[src/core/epwm_map.vh]
`ifndef EPWM_MAP_VH
`define EPWM_MAP_VH
// ==========================================
// Clock and resolution.
`define CLK_PERIOD_PS 5000
`define NATIVE_RES_PS 10400
`define DITHER_RES_PS 1300
`define DITHER_BITS 3
`define NUM_ENG 6
// ==========================================
// Address slots: haddr[8:6] selects an engine or the global slot.
`define GLB_SLOT 3'h6
// Word indices inside an engine slot (byte offset is four times).
`define W_CTRL 4'h0
`define W_TIME0 4'h1
`define W_TIME3 4'h4
`define W_CFG0 4'h5
`define W_CFG3 4'h8
`define W_STAT 4'h9
`define W_MSEL 4'ha
// Word indices inside the global slot.
`define G_PAIR2 4'h2
`define G_IRQ_STAT 4'h3
`define G_IRQ_MASK 4'h4
// ==========================================
// Control word fields.
`define CTRL_EN 0
`define CTRL_DITH 1
`define CTRL_FRAC 2
`define CTRL_SOFT 8
`define CTRL_RESUME 9
// Per-state configuration fields.
`define CFG_EV 0
`define CFG_TMR_EN 3
`define CFG_EV_NXT 4
`define CFG_TM_NXT 6
`define CFG_EV_LVL 8
`define CFG_TM_LVL 9
`define CFG_EV_HOLD 10
`define CFG_IRQ_EN 11
`define CFG_ASYNC 12
// Pair coupling fields and modes.
`define PAIR_DRV 3
`define CPL_SINGLE 3'h0
`define CPL_SYNC 3'h1
`define CPL_ASYNC 3'h2
`define CPL_SYNC2 3'h3
`define CPL_ASYNC2 3'h4
`define CPL_EXT 3'h5
// Engine state codes; run states have bit 2 set.
`define ST_IDLE 3'h0
`define ST_HOLD 3'h1
`define ST_RUN0 3'h4
// Reset values.
`define RST_WORD 32'h00000000
`endif

[src/core/event_pwm_engine.v]
`timescale 1ns/100ps
`include "epwm_map.vh"
module event_pwm_engine (
  // Clock and reset.
  input wire hclk,
  input wire hresetn,
  // Configuration from the register file.
  input wire enable,
  input wire resume,
  input wire dither_en,
  input wire [2:0] dither_frac,
  input wire [63:0] time_flat,
  input wire [59:0] cfg_flat,
  // Event inputs from the matrix, already in the hclk domain.
  input wire [2:0] ev_in,
  // State and pulses.
  output reg pwm_r,
  output reg [2:0] state_r,
  output reg trans_r,
  output reg hold_r,
  output reg idle_r
);
  reg [2:0] ev_prev_r;
  reg [15:0] cnt_r;
  reg [2:0] acc_r;
  reg [2:0] state_nxt;
  reg pwm_nxt;
  wire run = state_r[2];
  wire [1:0] ri = state_r[1:0];
  wire [14:0] cfg = cfg_flat[ri*15 +: 15];
  wire [15:0] tval = time_flat[ri*16 +: 16];
  // ==========================================
  // Timer with fractional dither.
  // The accumulator carry stretches one period by a cycle, so the
  // average edge moves in eighths of a clock period.
  wire [3:0] acc_sum = {1'b0, acc_r} + {1'b0, dither_frac};
  wire ext = dither_en & acc_sum[3];
  wire [16:0] tlim = {1'b0, tval} + {16'h0000, ext};
  wire hit = run & cfg[`CFG_TMR_EN] & ({1'b0, cnt_r} >= tlim);
  // ==========================================
  // Event qualification: edge for synchronous, level for asynchronous.
  wire [2:0] rise = ev_in & ~ev_prev_r;
  wire [2:0] lvl_sel = cfg[`CFG_ASYNC +: 3];
  wire [2:0] act = (lvl_sel & ev_in) | (~lvl_sel & rise);
  wire ev_hit = run & (|(cfg[`CFG_EV +: 3] & act));
  wire take = ev_hit | hit;

  // Next state; an event outranks the timer in the same cycle.
  always @* begin
    state_nxt = state_r;
    pwm_nxt = pwm_r;
    if (!enable) begin
      state_nxt = `ST_IDLE;
      pwm_nxt = 1'b0;
    end else begin
      case (state_r)
        `ST_IDLE: begin
          state_nxt = `ST_RUN0;
        end
        `ST_HOLD: begin
          if (resume) begin
            state_nxt = `ST_RUN0;
          end
        end
        default: begin
          if (!run) begin
            state_nxt = `ST_IDLE;
          end else if (ev_hit) begin
            state_nxt = cfg[`CFG_EV_HOLD] ? `ST_HOLD : {1'b1, cfg[`CFG_EV_NXT +: 2]};
            pwm_nxt = cfg[`CFG_EV_LVL];
          end else if (hit) begin
            state_nxt = {1'b1, cfg[`CFG_TM_NXT +: 2]};
            pwm_nxt = cfg[`CFG_TM_LVL];
          end
        end
      endcase
    end
  end

  // State, counter and pulse registers.
  always @(posedge hclk or negedge hresetn) begin
    if (!hresetn) begin
      state_r <= `ST_IDLE;
      pwm_r <= 1'b0;
      ev_prev_r <= 3'h0;
      cnt_r <= 16'h0000;
      acc_r <= 3'h0;
      trans_r <= 1'b0;
      hold_r <= 1'b0;
      idle_r <= 1'b0;
    end else begin
      state_r <= state_nxt;
      pwm_r <= pwm_nxt;
      ev_prev_r <= ev_in;
      if ((state_nxt != state_r) || take) begin
        cnt_r <= 16'h0000;
      end else if (run) begin
        cnt_r <= cnt_r + 16'h0001;
      end
      if (hit && !ev_hit && dither_en) begin
        acc_r <= acc_sum[2:0];
      end
      trans_r <= (take & cfg[`CFG_IRQ_EN] & enable) | (!run && (state_nxt != state_r));
      hold_r <= (state_nxt == `ST_HOLD) && (state_r != `ST_HOLD);
      idle_r <= (state_nxt == `ST_IDLE) && (state_r != `ST_IDLE);
    end
  end
endmodule

[src/core/event_pwm_matrix.v]
// Our own choices: the placing of the registers and the AHB-Lite interface to the registers.
`timescale 1ns/100ps
`include "epwm_map.vh"
// Operation
// - Six independent engines, each alone or grouped in pairs.
// - Each engine has idle, four run states and a hold state.
// - Four 16-bit time registers per engine, one per run state.
// - Transitions come from synchronous events, asynchronous events or the timer.
// - Any transition may raise an interrupt request.
// - Eight interrupt request lines leave the subsystem.
// - Edges land on whole clock periods without dithering.
// - Dithering gives one eighth of a clock period on average.
// - Six coupling modes; pair pulses on own outputs or merged.
// - Coupling picked by global and drive-out fields of a pair register.
// - Configured engines run on events with no software action.
// - Three event inputs per engine, each with its own two-bit select.
// - Only outputs of engines 0, 1 and 5 feed back into the matrix.
// - Engine 0 source table for its three inputs.
// - Engine 1 source table for its three inputs.
// - Engine 2 source table, input 1 code 11 is engine 0 output.
// - Engine 3 source table, input 1 code 11 is engine 1 output.
// - Engine 4 source table, input 1 code 11 is engine 5 output.
// - Engine 5 source table for its three inputs.
// - A transition may set the output level per its configuration.
module event_pwm_matrix (
  // Clock and reset.
  input wire hclk,
  input wire hresetn,
  // AHB-Lite slave.
  input wire hsel,
  input wire [31:0] haddr,
  input wire [1:0] htrans,
  input wire hwrite,
  input wire [2:0] hsize,
  input wire [31:0] hwdata,
  input wire hready,
  output reg hreadyout,
  output reg [31:0] hrdata,
  output reg hresp,
  // Event sources.
  input wire [3:0] comparator_output,
  input wire [5:0] fast_digital_input,
  // Outputs.
  output reg [5:0] pwm_out,
  output reg [7:0] irq
);
  integer i;
  genvar n, y, p, k;

  // ==========================================
  // Register storage.
  reg [4:0] ctrl_r [0:5];
  reg [15:0] time_r [0:23];
  reg [14:0] cfg_r [0:23];
  reg [5:0] msel_r [0:5];
  reg [3:0] pair_r [0:2];
  reg [7:0] irq_stat_r;
  reg [7:0] irq_mask_r;
  reg [5:0] soft_evt_r;
  reg [5:0] resume_r;
  reg wr_r;
  reg [6:0] waddr_r;
  reg [31:0] rd_nxt;

  // Engine side wires.
  wire [5:0] eng_pwm;
  wire [17:0] eng_state;
  wire [5:0] eng_trans;
  wire [5:0] eng_hold;
  wire [5:0] eng_idle;
  wire [17:0] ev;
  wire [5:0] en_eff;
  wire [5:0] res_eff;
  wire [5:0] pwm_nxt;
  wire [71:0] cand;
  wire [383:0] time_flat;
  wire [359:0] cfg_flat;

  // ==========================================
  // Helper functions.
  // Picks one of four matrix candidates by a two-bit code.
  function pick;
    input [3:0] c;
    input [1:0] s;
    begin
      pick = c[s];
    end
  endfunction

  // Coupling modes whose odd engine starts with the even one.
  function is_sync;
    input [2:0] m;
    begin
      is_sync = (m == `CPL_SYNC) || (m == `CPL_SYNC2);
    end
  endfunction

  // Coupling modes in which the engines release each other from hold.
  function is_two;
    input [2:0] m;
    begin
      is_two = (m == `CPL_SYNC2) || (m == `CPL_ASYNC2);
    end
  endfunction

  // ==========================================
  // Input synchronisers.
  // Comparators and pins are unrelated to hclk, so each bit passes two
  // flip-flops; only sync_r is used further on.
  reg [9:0] meta_r;
  reg [9:0] sync_r;
  always @(posedge hclk or negedge hresetn) begin
    if (!hresetn) begin
      meta_r <= 10'h000;
      sync_r <= 10'h000;
    end else begin
      meta_r <= {fast_digital_input, comparator_output};
      sync_r <= meta_r;
    end
  end
  wire [3:0] acmp = sync_r[3:0];
  wire [5:0] dg = sync_r[9:4];

  // ==========================================
  // Connection matrix, each nibble ordered {code 11, 10, 01, 00}.
  assign cand[3:0] = {dg[5], dg[2], dg[0], acmp[0]};
  assign cand[7:4] = {acmp[3], dg[3], dg[0], acmp[1]};
  assign cand[11:8] = {soft_evt_r[0], dg[4], dg[1], acmp[2]};
  assign cand[15:12] = {dg[0], dg[3], dg[1], acmp[1]};
  assign cand[19:16] = {acmp[3], dg[4], dg[1], acmp[2]};
  assign cand[23:20] = {soft_evt_r[1], dg[5], dg[2], acmp[0]};
  assign cand[27:24] = {dg[1], dg[4], dg[2], acmp[2]};
  assign cand[31:28] = {eng_pwm[0], dg[5], dg[2], acmp[0]};
  assign cand[35:32] = {soft_evt_r[2], dg[0], dg[3], acmp[1]};
  assign cand[39:36] = {dg[2], dg[5], dg[3], acmp[0]};
  assign cand[43:40] = {eng_pwm[1], dg[0], dg[3], acmp[1]};
  assign cand[47:44] = {soft_evt_r[3], dg[1], dg[4], acmp[2]};
  assign cand[51:48] = {dg[3], dg[0], dg[4], acmp[1]};
  assign cand[55:52] = {eng_pwm[5], dg[1], dg[4], acmp[2]};
  assign cand[59:56] = {soft_evt_r[4], dg[2], dg[5], acmp[0]};
  assign cand[63:60] = {dg[4], dg[1], dg[5], acmp[2]};
  assign cand[67:64] = {acmp[3], dg[2], dg[5], acmp[0]};
  assign cand[71:68] = {soft_evt_r[5], dg[3], dg[0], acmp[1]};

  // Each input has its own select field, so the three never interact.
  generate
    for (n = 0; n < `NUM_ENG; n = n + 1) begin : g_sel
      for (y = 0; y < 3; y = y + 1) begin : g_in
        assign ev[n*3+y] = pick(cand[(n*3+y)*4 +: 4], msel_r[n][y*2 +: 2]);
      end
    end
  endgenerate

  // ==========================================
  // Pair coupling.
  // External control hands both enables to the even engine's input 2,
  // so a pin can start and stop the pair without software.
  generate
    for (p = 0; p < 3; p = p + 1) begin : g_pair
      wire [2:0] mode = pair_r[p][2:0];
      wire drv = pair_r[p][`PAIR_DRV];
      wire ext_ctl = (mode == `CPL_EXT);
      assign en_eff[2*p] = ext_ctl ? ev[6*p+2] : ctrl_r[2*p][`CTRL_EN];
      assign en_eff[2*p+1] = ext_ctl ? ev[6*p+2] :
        (is_sync(mode) ? ctrl_r[2*p][`CTRL_EN] : ctrl_r[2*p+1][`CTRL_EN]);
      assign res_eff[2*p] = resume_r[2*p] | (is_two(mode) & eng_hold[2*p+1]);
      assign res_eff[2*p+1] = resume_r[2*p+1] | (is_two(mode) & eng_hold[2*p]);
      // Merged drive puts both pulse trains on each output of the pair.
      assign pwm_nxt[2*p] = drv ? (eng_pwm[2*p] | eng_pwm[2*p+1]) : eng_pwm[2*p];
      assign pwm_nxt[2*p+1] = drv ? (eng_pwm[2*p] | eng_pwm[2*p+1]) : eng_pwm[2*p+1];
    end
  endgenerate

  // ==========================================
  // Engines.
  generate
    for (n = 0; n < `NUM_ENG; n = n + 1) begin : g_eng
      for (k = 0; k < 4; k = k + 1) begin : g_flat
        assign time_flat[n*64+k*16 +: 16] = time_r[n*4+k];
        assign cfg_flat[n*60+k*15 +: 15] = cfg_r[n*4+k];
      end
      event_pwm_engine u_eng (
        .hclk(hclk),
        .hresetn(hresetn),
        .enable(en_eff[n]),
        .resume(res_eff[n]),
        .dither_en(ctrl_r[n][`CTRL_DITH]),
        .dither_frac(ctrl_r[n][`CTRL_FRAC +: 3]),
        .time_flat(time_flat[n*64 +: 64]),
        .cfg_flat(cfg_flat[n*60 +: 60]),
        .ev_in(ev[n*3 +: 3]),
        .pwm_r(eng_pwm[n]),
        .state_r(eng_state[n*3 +: 3]),
        .trans_r(eng_trans[n]),
        .hold_r(eng_hold[n]),
        .idle_r(eng_idle[n])
      );
    end
  endgenerate

  // ==========================================
  // Bus address phase and read data.
  // Read data are latched at the address phase, so a read right behind
  // a write to the same word returns the value before that write.
  wire take = hsel & htrans[1] & hready;
  wire [2:0] re = haddr[8:6];
  wire [3:0] rw = haddr[5:2];
  wire [3:0] rt = rw - `W_TIME0;
  wire [3:0] rc = rw - `W_CFG0;
  wire [4:0] rti = {re[2:0], 2'b00} + {3'b000, rt[1:0]};
  wire [4:0] rci = {re[2:0], 2'b00} + {3'b000, rc[1:0]};
  wire rmap = (haddr[31:9] == 23'h000000);

  // Combinational read multiplexer; unmapped words read zero.
  always @* begin
    rd_nxt = `RST_WORD;
    if (rmap && (re < `GLB_SLOT)) begin
      if (rw == `W_CTRL) begin
        rd_nxt = {22'h000000, 5'h00, ctrl_r[re]};
      end else if ((rw >= `W_TIME0) && (rw <= `W_TIME3)) begin
        rd_nxt = {16'h0000, time_r[rti]};
      end else if ((rw >= `W_CFG0) && (rw <= `W_CFG3)) begin
        rd_nxt = {17'h00000, cfg_r[rci]};
      end else if (rw == `W_STAT) begin
        rd_nxt = {28'h0000000, eng_pwm[re], eng_state[re*3 +: 3]};
      end else if (rw == `W_MSEL) begin
        rd_nxt = {26'h0000000, msel_r[re]};
      end
    end else if (rmap && (re == `GLB_SLOT)) begin
      if (rw <= `G_PAIR2) begin
        rd_nxt = {28'h0000000, pair_r[rw[1:0]]};
      end else if (rw == `G_IRQ_STAT) begin
        rd_nxt = {24'h000000, irq_stat_r};
      end else if (rw == `G_IRQ_MASK) begin
        rd_nxt = {24'h000000, irq_mask_r};
      end
    end
  end

  // Zero wait state slave; the answer is always OKAY.
  always @(posedge hclk or negedge hresetn) begin
    if (!hresetn) begin
      wr_r <= 1'b0;
      waddr_r <= 7'h00;
      hrdata <= `RST_WORD;
      hreadyout <= 1'b1;
      hresp <= 1'b0;
    end else begin
      wr_r <= take & hwrite & rmap;
      waddr_r <= haddr[8:2];
      hrdata <= (take && !hwrite) ? rd_nxt : `RST_WORD;
      hreadyout <= 1'b1;
      hresp <= 1'b0;
    end
  end

  // ==========================================
  // Data phase writes.
  wire [2:0] we = waddr_r[6:4];
  wire [3:0] ww = waddr_r[3:0];
  wire [3:0] wt = ww - `W_TIME0;
  wire [3:0] wc = ww - `W_CFG0;
  wire [4:0] wti = {we[2:0], 2'b00} + {3'b000, wt[1:0]};
  wire [4:0] wci = {we[2:0], 2'b00} + {3'b000, wc[1:0]};
  wire weng = wr_r && (we < `GLB_SLOT);
  wire wglb = wr_r && (we == `GLB_SLOT);
  wire [7:0] irq_clr = (wglb && (ww == `G_IRQ_STAT)) ? hwdata[7:0] : 8'h00;
  wire [7:0] irq_set = {|eng_idle, |eng_hold, eng_trans};

  // Configuration registers and the one-cycle software strobes.
  always @(posedge hclk or negedge hresetn) begin
    if (!hresetn) begin
      for (i = 0; i < 24; i = i + 1) begin
        time_r[i] <= 16'h0000;
        cfg_r[i] <= 15'h0000;
      end
      for (i = 0; i < 6; i = i + 1) begin
        ctrl_r[i] <= 5'h00;
        msel_r[i] <= 6'h00;
      end
      for (i = 0; i < 3; i = i + 1) begin
        pair_r[i] <= 4'h0;
      end
      irq_mask_r <= 8'h00;
      soft_evt_r <= 6'h00;
      resume_r <= 6'h00;
    end else begin
      soft_evt_r <= 6'h00;
      resume_r <= 6'h00;
      if (weng && (ww == `W_CTRL)) begin
        ctrl_r[we] <= hwdata[4:0];
        soft_evt_r[we] <= hwdata[`CTRL_SOFT];
        resume_r[we] <= hwdata[`CTRL_RESUME];
      end
      if (weng && (ww >= `W_TIME0) && (ww <= `W_TIME3)) begin
        time_r[wti] <= hwdata[15:0];
      end
      if (weng && (ww >= `W_CFG0) && (ww <= `W_CFG3)) begin
        cfg_r[wci] <= hwdata[14:0];
      end
      if (weng && (ww == `W_MSEL)) begin
        msel_r[we] <= hwdata[5:0];
      end
      if (wglb && (ww <= `G_PAIR2)) begin
        pair_r[ww[1:0]] <= hwdata[3:0];
      end
      if (wglb && (ww == `G_IRQ_MASK)) begin
        irq_mask_r <= hwdata[7:0];
      end
    end
  end

  // ==========================================
  // Interrupt lines and outputs.
  // A new event in the clearing cycle survives, because set is applied
  // after the write-one-to-clear mask.
  always @(posedge hclk or negedge hresetn) begin
    if (!hresetn) begin
      irq_stat_r <= 8'h00;
      irq <= 8'h00;
      pwm_out <= 6'h00;
    end else begin
      irq_stat_r <= (irq_stat_r & ~irq_clr) | irq_set;
      irq <= ((irq_stat_r & ~irq_clr) | irq_set) & irq_mask_r;
      pwm_out <= pwm_nxt;
    end
  end
endmodule

[config.mk]
export PLATFORM = sky130hd
export DESIGN_NAME = event_pwm_matrix
export DESIGN_NICKNAME = d
export VERILOG_FILES = /design/src/core/event_pwm_engine.v /design/src/core/event_pwm_matrix.v
export VERILOG_INCLUDE_DIRS = /design/src /design/src/core
export SDC_FILE = /design/constraint.sdc
export NUM_CORES = 2
export LEC_CHECK = 0
export BUFFER_PORTS_ARGS = -buffer_cell sky130_fd_sc_hd__buf_2
export CELL_PAD_IN_SITES_DETAIL_PLACEMENT = 1
export CELL_PAD_IN_SITES_GLOBAL_PLACEMENT = 2
export CORE_ASPECT_RATIO = 0.9
export CORE_UTILIZATION = 40
export CTS_CLUSTER_DIAMETER = 40
export DETAILED_ROUTE_END_ITERATION = 10
export GPL_TIMING_DRIVEN = 1
export PLACE_DENSITY = 0.75
export SYNTH_ARGS = -nofsm -noshare
export SYNTH_HDL_FRONTEND = slang
export SYNTH_SLANG_ARGS = --single-unit
[constraint.sdc]
create_clock -name hclk -period 6.5 [get_ports hclk]
set_input_delay 0.65 -clock hclk [delete_from_list [all_inputs] [get_ports hclk]]
set_output_delay 0.65 -clock hclk [all_outputs]
set_load 0.005 [all_outputs]
======== After elaboration in Yosys (flattened, before gate mapping) ========
Index checks and enable logic that the tools add are counted.
word-level totals
  flip-flop bits (word level) ............. 1098
  output and inout port bits .............. 48
  input port bits ......................... 84
cells by class
  magnitude comparators ................... 51
  shifts and indexed selects .............. 13
  equal/unequal tests ..................... 63
  muxes and demuxes ....................... 183
  add/sub/neg operators ................... 26
  bitwise logic cells ..................... 123
  reductions and logical operators ........ 123
  multipliers ............................. 7
operator list
  kind                                                  count
  bitwise mux 384 bit                                   1
  indexed part select 64 x 7 -> 16 bit                  6
  bitwise mux 360 bit                                   1
  indexed part select 60 x 7 -> 15 bit                  6
  2-to-1 mux 16 bit                                     16
  adder 16 x 1 -> 17 bit                                6
  >= comparator 16 x 17 -> 1 bit                        6
  adder 16 x 1 -> 16 bit (second input constant)        6
  2-to-1 mux 32 bit                                     3
  2-to-1 mux 3 bit                                      30
  binary-select mux 16 bit (select 5 bit)               1
  demux 16 bit (select 5 bit)                           1
  binary-select mux 15 bit (select 5 bit)               1
  demux 15 bit (select 5 bit)                           1
  AND 3 bit                                             24
  2-to-1 mux 1 bit                                      65
  2-to-1 mux 15 bit                                     4
  < comparator 2 x 3 -> 1 bit (second input constant)   18
  logical AND 1 bit                                     51
  AND 1 bit                                             46
  equality test 3 x 1 -> 1 bit (second input constant)  15
  2-to-1 mux 6 bit                                      7
  2-to-1 mux 8 bit                                      5
  binary-select mux 1 bit (select 2 bit)                18
  other kinds (65)                                      251

======== Depth between registers and ports, before layout ========
  depth in word-level cells ............... 15
  depth in mapped cells ................... 22
  gate-level depth less buffers ........... 19

======== Modules after synthesis ========
A second synthesis with hierarchy kept.
unflattened totals
  cells, all modules ...................... 4579
  area, all modules ....................... 60476.8 um2
by module, submodules not included
  module                                  seq. area each (um2)  cells each  instances  area each (um2)
  event_pwm_matrix                        22721.8               2831        1          42057.8
  event_pwm_engine at g_eng[0].u_eng ...  725.7                 292         4          3030.4
  event_pwm_engine at g_eng[5].u_eng      725.7                 311         1          3278.1
  event_pwm_engine at g_eng[2].u_eng      725.7                 269         1          3019.1

======== Worst setup path before layout ========
OpenSTA, ideal clock, no wires.
  path kind ............................... register to register
  from .................................... reg g_eng[3].u_eng.state_r[1]
  to ...................................... reg g_eng[3].u_eng.cnt_r[10]
  path buffers ............................ 5
  cell stages (with the launch flop) ...... 21
  required time ........................... 6427 ps
  arrival time ............................ 4710 ps
  library setup time ...................... 73 ps
  setup slack ............................. 1717 ps
  cells stage by stage .................... dfrtp_1 > buf_2 > buf_2 > buf_1 > buf_1 > mux4_2 > ha_1 > ha_1 > and3_1 > and3_1 > nand2_1 > xor2_1 > ha_1 > a21o_1 > a21o_1 > a21oi_1 > o21ai_0 > o21bai_1 > nand3_1 > clkbuf_1 > nor2_1
between the ends
  cells in the longest elaborated chain, start to end .. 15
  elaborated cells between the ends (all ways) .. 28
RTL lines
  item                                                             RTL line               source
  start: declaration                                               event_pwm_engine.v:18  output reg [2:0] state_r,
  start signal: assignment                                         event_pwm_engine.v:83  state_r <= `ST_IDLE;
  start signal: assignment                                         event_pwm_engine.v:92  state_r <= state_nxt;
  branches (longest 13 deep; another with adder 16 x 1 -> 17 bit)  n/a
  logical OR 1 bit (*)                                             event_pwm_engine.v:95  if ((state_nxt != state_r) || take) begin
  2-to-1 mux 16 bit / nonzero test 2 bit (equally long branches)   n/a
  end signal: assignment                                           event_pwm_engine.v:98  cnt_r <= cnt_r + 16'h0001;
  end: declaration                                                 event_pwm_engine.v:24  reg [15:0] cnt_r;
Every way passes the cells marked *.
A chain may end at the register's enable or synchronous reset.

======== Worst setup path after layout ========
  from .................................... reg ctrl_r[3] (netlist name)
  to ...................................... reg g_eng[5].u_eng.cnt_r[10]
between the ends
  cells in the longest elaborated chain, start to end .. 13
  elaborated cells between the ends (all ways) .. 15
RTL lines
  item                                                            RTL line                source
  start: declaration                                              event_pwm_matrix.v:52   reg [4:0] ctrl_r [0:5];
  start signal: indexed assignment                                event_pwm_matrix.v:291  ctrl_r[we] <= hwdata[4:0];
  adder 3 x 3 -> 4 bit (*)                                        event_pwm_engine.v:36   wire [3:0] acc_sum = {1'b0, acc_r} + {1'b0, dither_frac};
  AND 1 bit (*)                                                   event_pwm_engine.v:37   wire ext = dither_en & acc_sum[3];
  adder 16 x 1 -> 17 bit (*)                                      event_pwm_engine.v:38   wire [16:0] tlim = {1'b0, tval} + {16'h0000, ext};
  >= comparator 16 x 17 -> 1 bit (*)                              event_pwm_engine.v:39   wire hit = run & cfg[`CFG_TMR_EN] & ({1'b0, cnt_r} >= tlim);
  AND 1 bit (*)                                                   event_pwm_engine.v:39
  2-to-1 mux 2 bit                                                event_pwm_engine.v:71   end else if (hit) begin
  2-to-1 mux 3 bit                                                event_pwm_engine.v:68   end else if (ev_hit) begin
  2-to-1 mux 3 bit                                                event_pwm_engine.v:66   if (!run) begin
  one-hot mux 3 bit (2 select lines)                              event_pwm_engine.v:56   case (state_r)
  2-to-1 mux 3 bit                                                event_pwm_engine.v:52   if (!enable) begin
  inequality test 3 bit                                           event_pwm_engine.v:95
  logical OR 1 bit (*)                                            event_pwm_engine.v:95
  2-to-1 mux 16 bit / nonzero test 2 bit (equally long branches)  n/a
  end signal: assignment                                          event_pwm_engine.v:98
  end: declaration                                                event_pwm_engine.v:24
Mark *: on every way between the ends. The rest lies on a longest branch, timed or not.

==> qor.txt <==
Outcome -> finished, final reports clean
Asr flop ratio synth -> 100%
Synth warn -> 0
Post-synth top flop -> dfrtp_1
Period utilisation layout -> 83.6%
Buffers on Ports -> 91
Worst-skew pair later-pin latency -> 0.81 ns
Final WL -> 192000 microns
Final worst slack -> 1.06 ns
Final net count -> 4699
First-pass GRT wire length -> 286000 microns
Initial Util -> 40.3%
Cell Rows -> 133
Unrepaired setup endpoints after global routing -> false
Top cell by count, worst path -> ha_1
Global route total overflow -> 0
Largest cells by area after synthesis -> dfrtp_1 46%, mux4_2 16%, mux2_2 15%
CP Cell Sequence -> ha_1 > a21o_1 > a21oi_1 > nor2b_1 > ha_1 > ha_1 > nand2_1 > or4_4 > nor2_1 > xnor2_1 > ha_1 > a21o_1 > a21oi_1 > o221ai_1 > o21ai_2 > nand4_2 > nor2_1
Area grow syn2layout -> 13.6%
Top Family by Delay on Critical Path -> simple AND/OR/NAND/NOR gates
Most frequent cells in the layout -> 1071 x dfrtp_1, 774 x mux2_2, 413 x mux4_2
Setup TNS -> 0 ns
Startpoint Class -> flip-flop
Crit path time final -> 5.44 ns
CP max stage cell -> nand4_2
GRT Overall Usage -> 26.2%
Netlist cell types -> 93
Clock Sinks -> 1082
Routed len/inst -> 29.3 microns
# setup viols final -> 0
Worst path bufs/invs -> 0
Root Buffer Master -> clkbuf_16
Slowest Stage Delay on Critical Path -> 0.68 ns
Residual DRC -> 0
Clk pin slew, worst setup/hold paths -> 0.06 ns
Setup slack at placement -> 1.05 ns
Antenna violations before repair -> 12
Yosys top cell by area -> dfrtp_1
Logic gate share of total power -> 12.5%
# IOs -> 132
Sequential share of power -> 39.2%
Register area share after synthesis -> 46.0%
Min-Delay Path Class -> in -> reg
Critical path class -> reg -> reg
CTS H-tree depth -> 4
Die span in x -> 406 microns
Commonest non-fill, non-tap cell in the layout -> dfrtp_1
Final instance area -> 66900 sq um
Post-CTS Setup Bufs -> 0
Post-Synthesis Cell Area -> 58800 sq um
Avg Inst Size Synth -> 13.3 sq um
NetSw -> 0.00524 W
Max Buffers Root-to-Sink -> 3
DP HPWL -> 130000 microns
Worst-Margin Slew -> 1.35 ns
Via count -> 39600
Height of the die -> 366 microns
Die ar. -> 149000 sq um
Clock share of power -> 48.3%
CP Capture Type -> flip-flop
Number of flops mapped to enable cells by yosys -> 0
Final hold vios -> 0
Flops & latches, synth -> 1082
P_int -> 0.0135 W
Final Slew Violations -> 0
Data arrival, critical path -> 6.13 ns
Vias in the first global route -> 41200
PwrDens -> 280 nW/um^2
CTS Buf Count -> 158
Starting DRT DRC Count -> 3303
ANT nets after route -> 0
Slew margin rel. -> 10.3%
Critical path peak fanout -> 16
Highest Clock Rate -> 184 MHz
Top cell type's share of synthesized area -> 46.0%
Drt first pass iters -> 5
Required time worst endpoint -> 7.20 ns
Setup Skew -> 0.0351 ns
TritonCTS clock tree -> built
Post-Syn Instances -> 4427
Placed instance area -> 61200 sq um
RD Place Congestion -> 0.861
Routed vias/inst -> 6.03
Max IR drop VDD -> 288 uV
Leakage -> 28.0 nW
Max_cap viols -> 0
Layout cells sized above 1 -> 37.3%
Largest net degree at the start of global routing -> 170
Core box area -> 146000 sq um
Switching share of power -> 28.0%
==> worst register-to-register path, stage by stage, from the launching register on <==
cell      delay, ns
dfrtp_1        0.41
ha_1           0.30
a21o_1         0.12
a21oi_1        0.10
nor2b_1        0.62
ha_1           0.32
ha_1           0.22
nand2_1        0.11
or4_4          0.46
nor2_1         0.13
xnor2_1        0.15
ha_1           0.27
a21o_1         0.17
a21oi_1        0.19
o221ai_1       0.17
o21ai_2        0.62
nand4_2        0.69
nor2_1         0.31
==> layer usage <==
| layer | global-route usage, % | routed length (microns) | vias to the layer above |
|---|---|---|---|
| li1 | - | - | 16600 |
| met3 | 7.21 | 16700 | 231 |
| met5 | 0 | 31 | - |
| met2 | 37.4 | 83400 | 1206 |
| met1 | 38.7 | 86900 | 21500 |
| met4 | 7.85 | 4980 | 4 |
==> sequential cells by signal (all words and copies together), names as in the netlist, 7 cells and up <==
signal,cells
g_eng.u_eng.ev_prev_r,18
g_eng.u_eng.state_r,18
time_flat,384
waddr_r,7
hrdata,16
msel_r,36
irq_mask_r,8
g_pair.mode,9
meta_r,10
g_eng.u_eng.acc_r,18
sync_r,10
irq,8
irq_stat_r,8
ctrl_r,30
g_eng.u_eng.cnt_r,96
cfg_flat,360
==> synth_stat cells (all sizes together), types with 6 or more instances <==
library cell	number
dfrtp	1082
mux2	774
mux4	427
nand2	305
nor2	227
clkbuf	194
ha	137
o21ai	131
buf	127
xor2	113
nand3	90
a21oi	80
mux2i	78
inv	77
xnor2	68
and3	54
a21o	46
nand4	45
o211ai	32
nor2b	27
nor3	26
o22ai	24
and2	23
nor4b	19
a211oi	18
and4	16
nand2b	15
nor4	14
a31oi	13
nand3b	13
nor3b	11
a22oi	9
o31ai	9
a211o	8
o21a	7
a31o	6
fa	6
o211a	6
==> path summary, 6_finish.rpt <==
path                                start                        to  slack [ns]  depth (start not counted)
worst max-delay path            ctrl_r[3]  g_eng[5].u_eng.cnt_r[10]        1.06                         17
worst min register to register  meta_r[1]                 sync_r[1]        0.34                          0
max in group asynchronous         hresetn   g_eng[4].u_eng.acc_r[1]        4.46                          4
worst max register to register  ctrl_r[3]  g_eng[5].u_eng.cnt_r[10]        1.06                         17
worst min-delay path               hwrite                 hrdata[7]        0.09                          2
min in group asynchronous         hresetn             time_flat[12]        0.45                          2
==> area by class of cell <==
class	instances	area [sq um]
diodes	3	7.51
clock buffers	188	4200
clock inverters	103	1310
fillers	14800	79300
inverters	77	289
multi-input cells	2963	30100
flip-flops and latches	1082	27100
well taps	1957	2450
repair buffers	190	1420
==> power groups by stage <==
stage	Clock (W)	Combinational, W	Sequential [W]
6_report	0.00903	0.00234	0.00734
5_1_grt	0.00944	0.00251	0.00738
4_1_cts	0.00918	0.00235	0.00733
3_3_place_gp	0	0.00230	0.00743
3_5_place_dp	0	0.00233	0.00745
2_1_floorplan	0	0.00155	0.00726
==> repair_timing <==
action,4_1_cts,5_1_grt
hold buffers,11,0
hold endpoints to repair,77,0
resized for setup,0,0
setup endpoints to repair,0,0
==> kinds of logic (layout without fill, tap and decap cells) <==
kind of cell	Yosys count	after routing	share of synthesized area, %
DFF	1082	1082	46.0
AOI/OAI and AO/OA	430	430	4.75
adders and majority gates	143	143	3.12
muxes	1279	1279	32.6
other	2	21	0.0128
buffers and inverters	398	558	3.02
xor gates and xnor gates	181	181	2.69
and+or+nand+nor	912	912	7.83
==> through the flow <==
step	util, %	cells	hold WS [ns]	total power (W)
5_1_grt	45.7	6560	0.0727	0.0193
3_5_place_dp	41.9	6258	0.336	0.00978
4_1_cts	45.7	6560	0.0392	0.0189
6_report	45.8	6563	0.0893	0.0187
2_1_floorplan	-	4443	0.331	0.00881
3_3_place_gp	41.9	6258	0.335	0.00973
(Power assumes the default switching activity.)
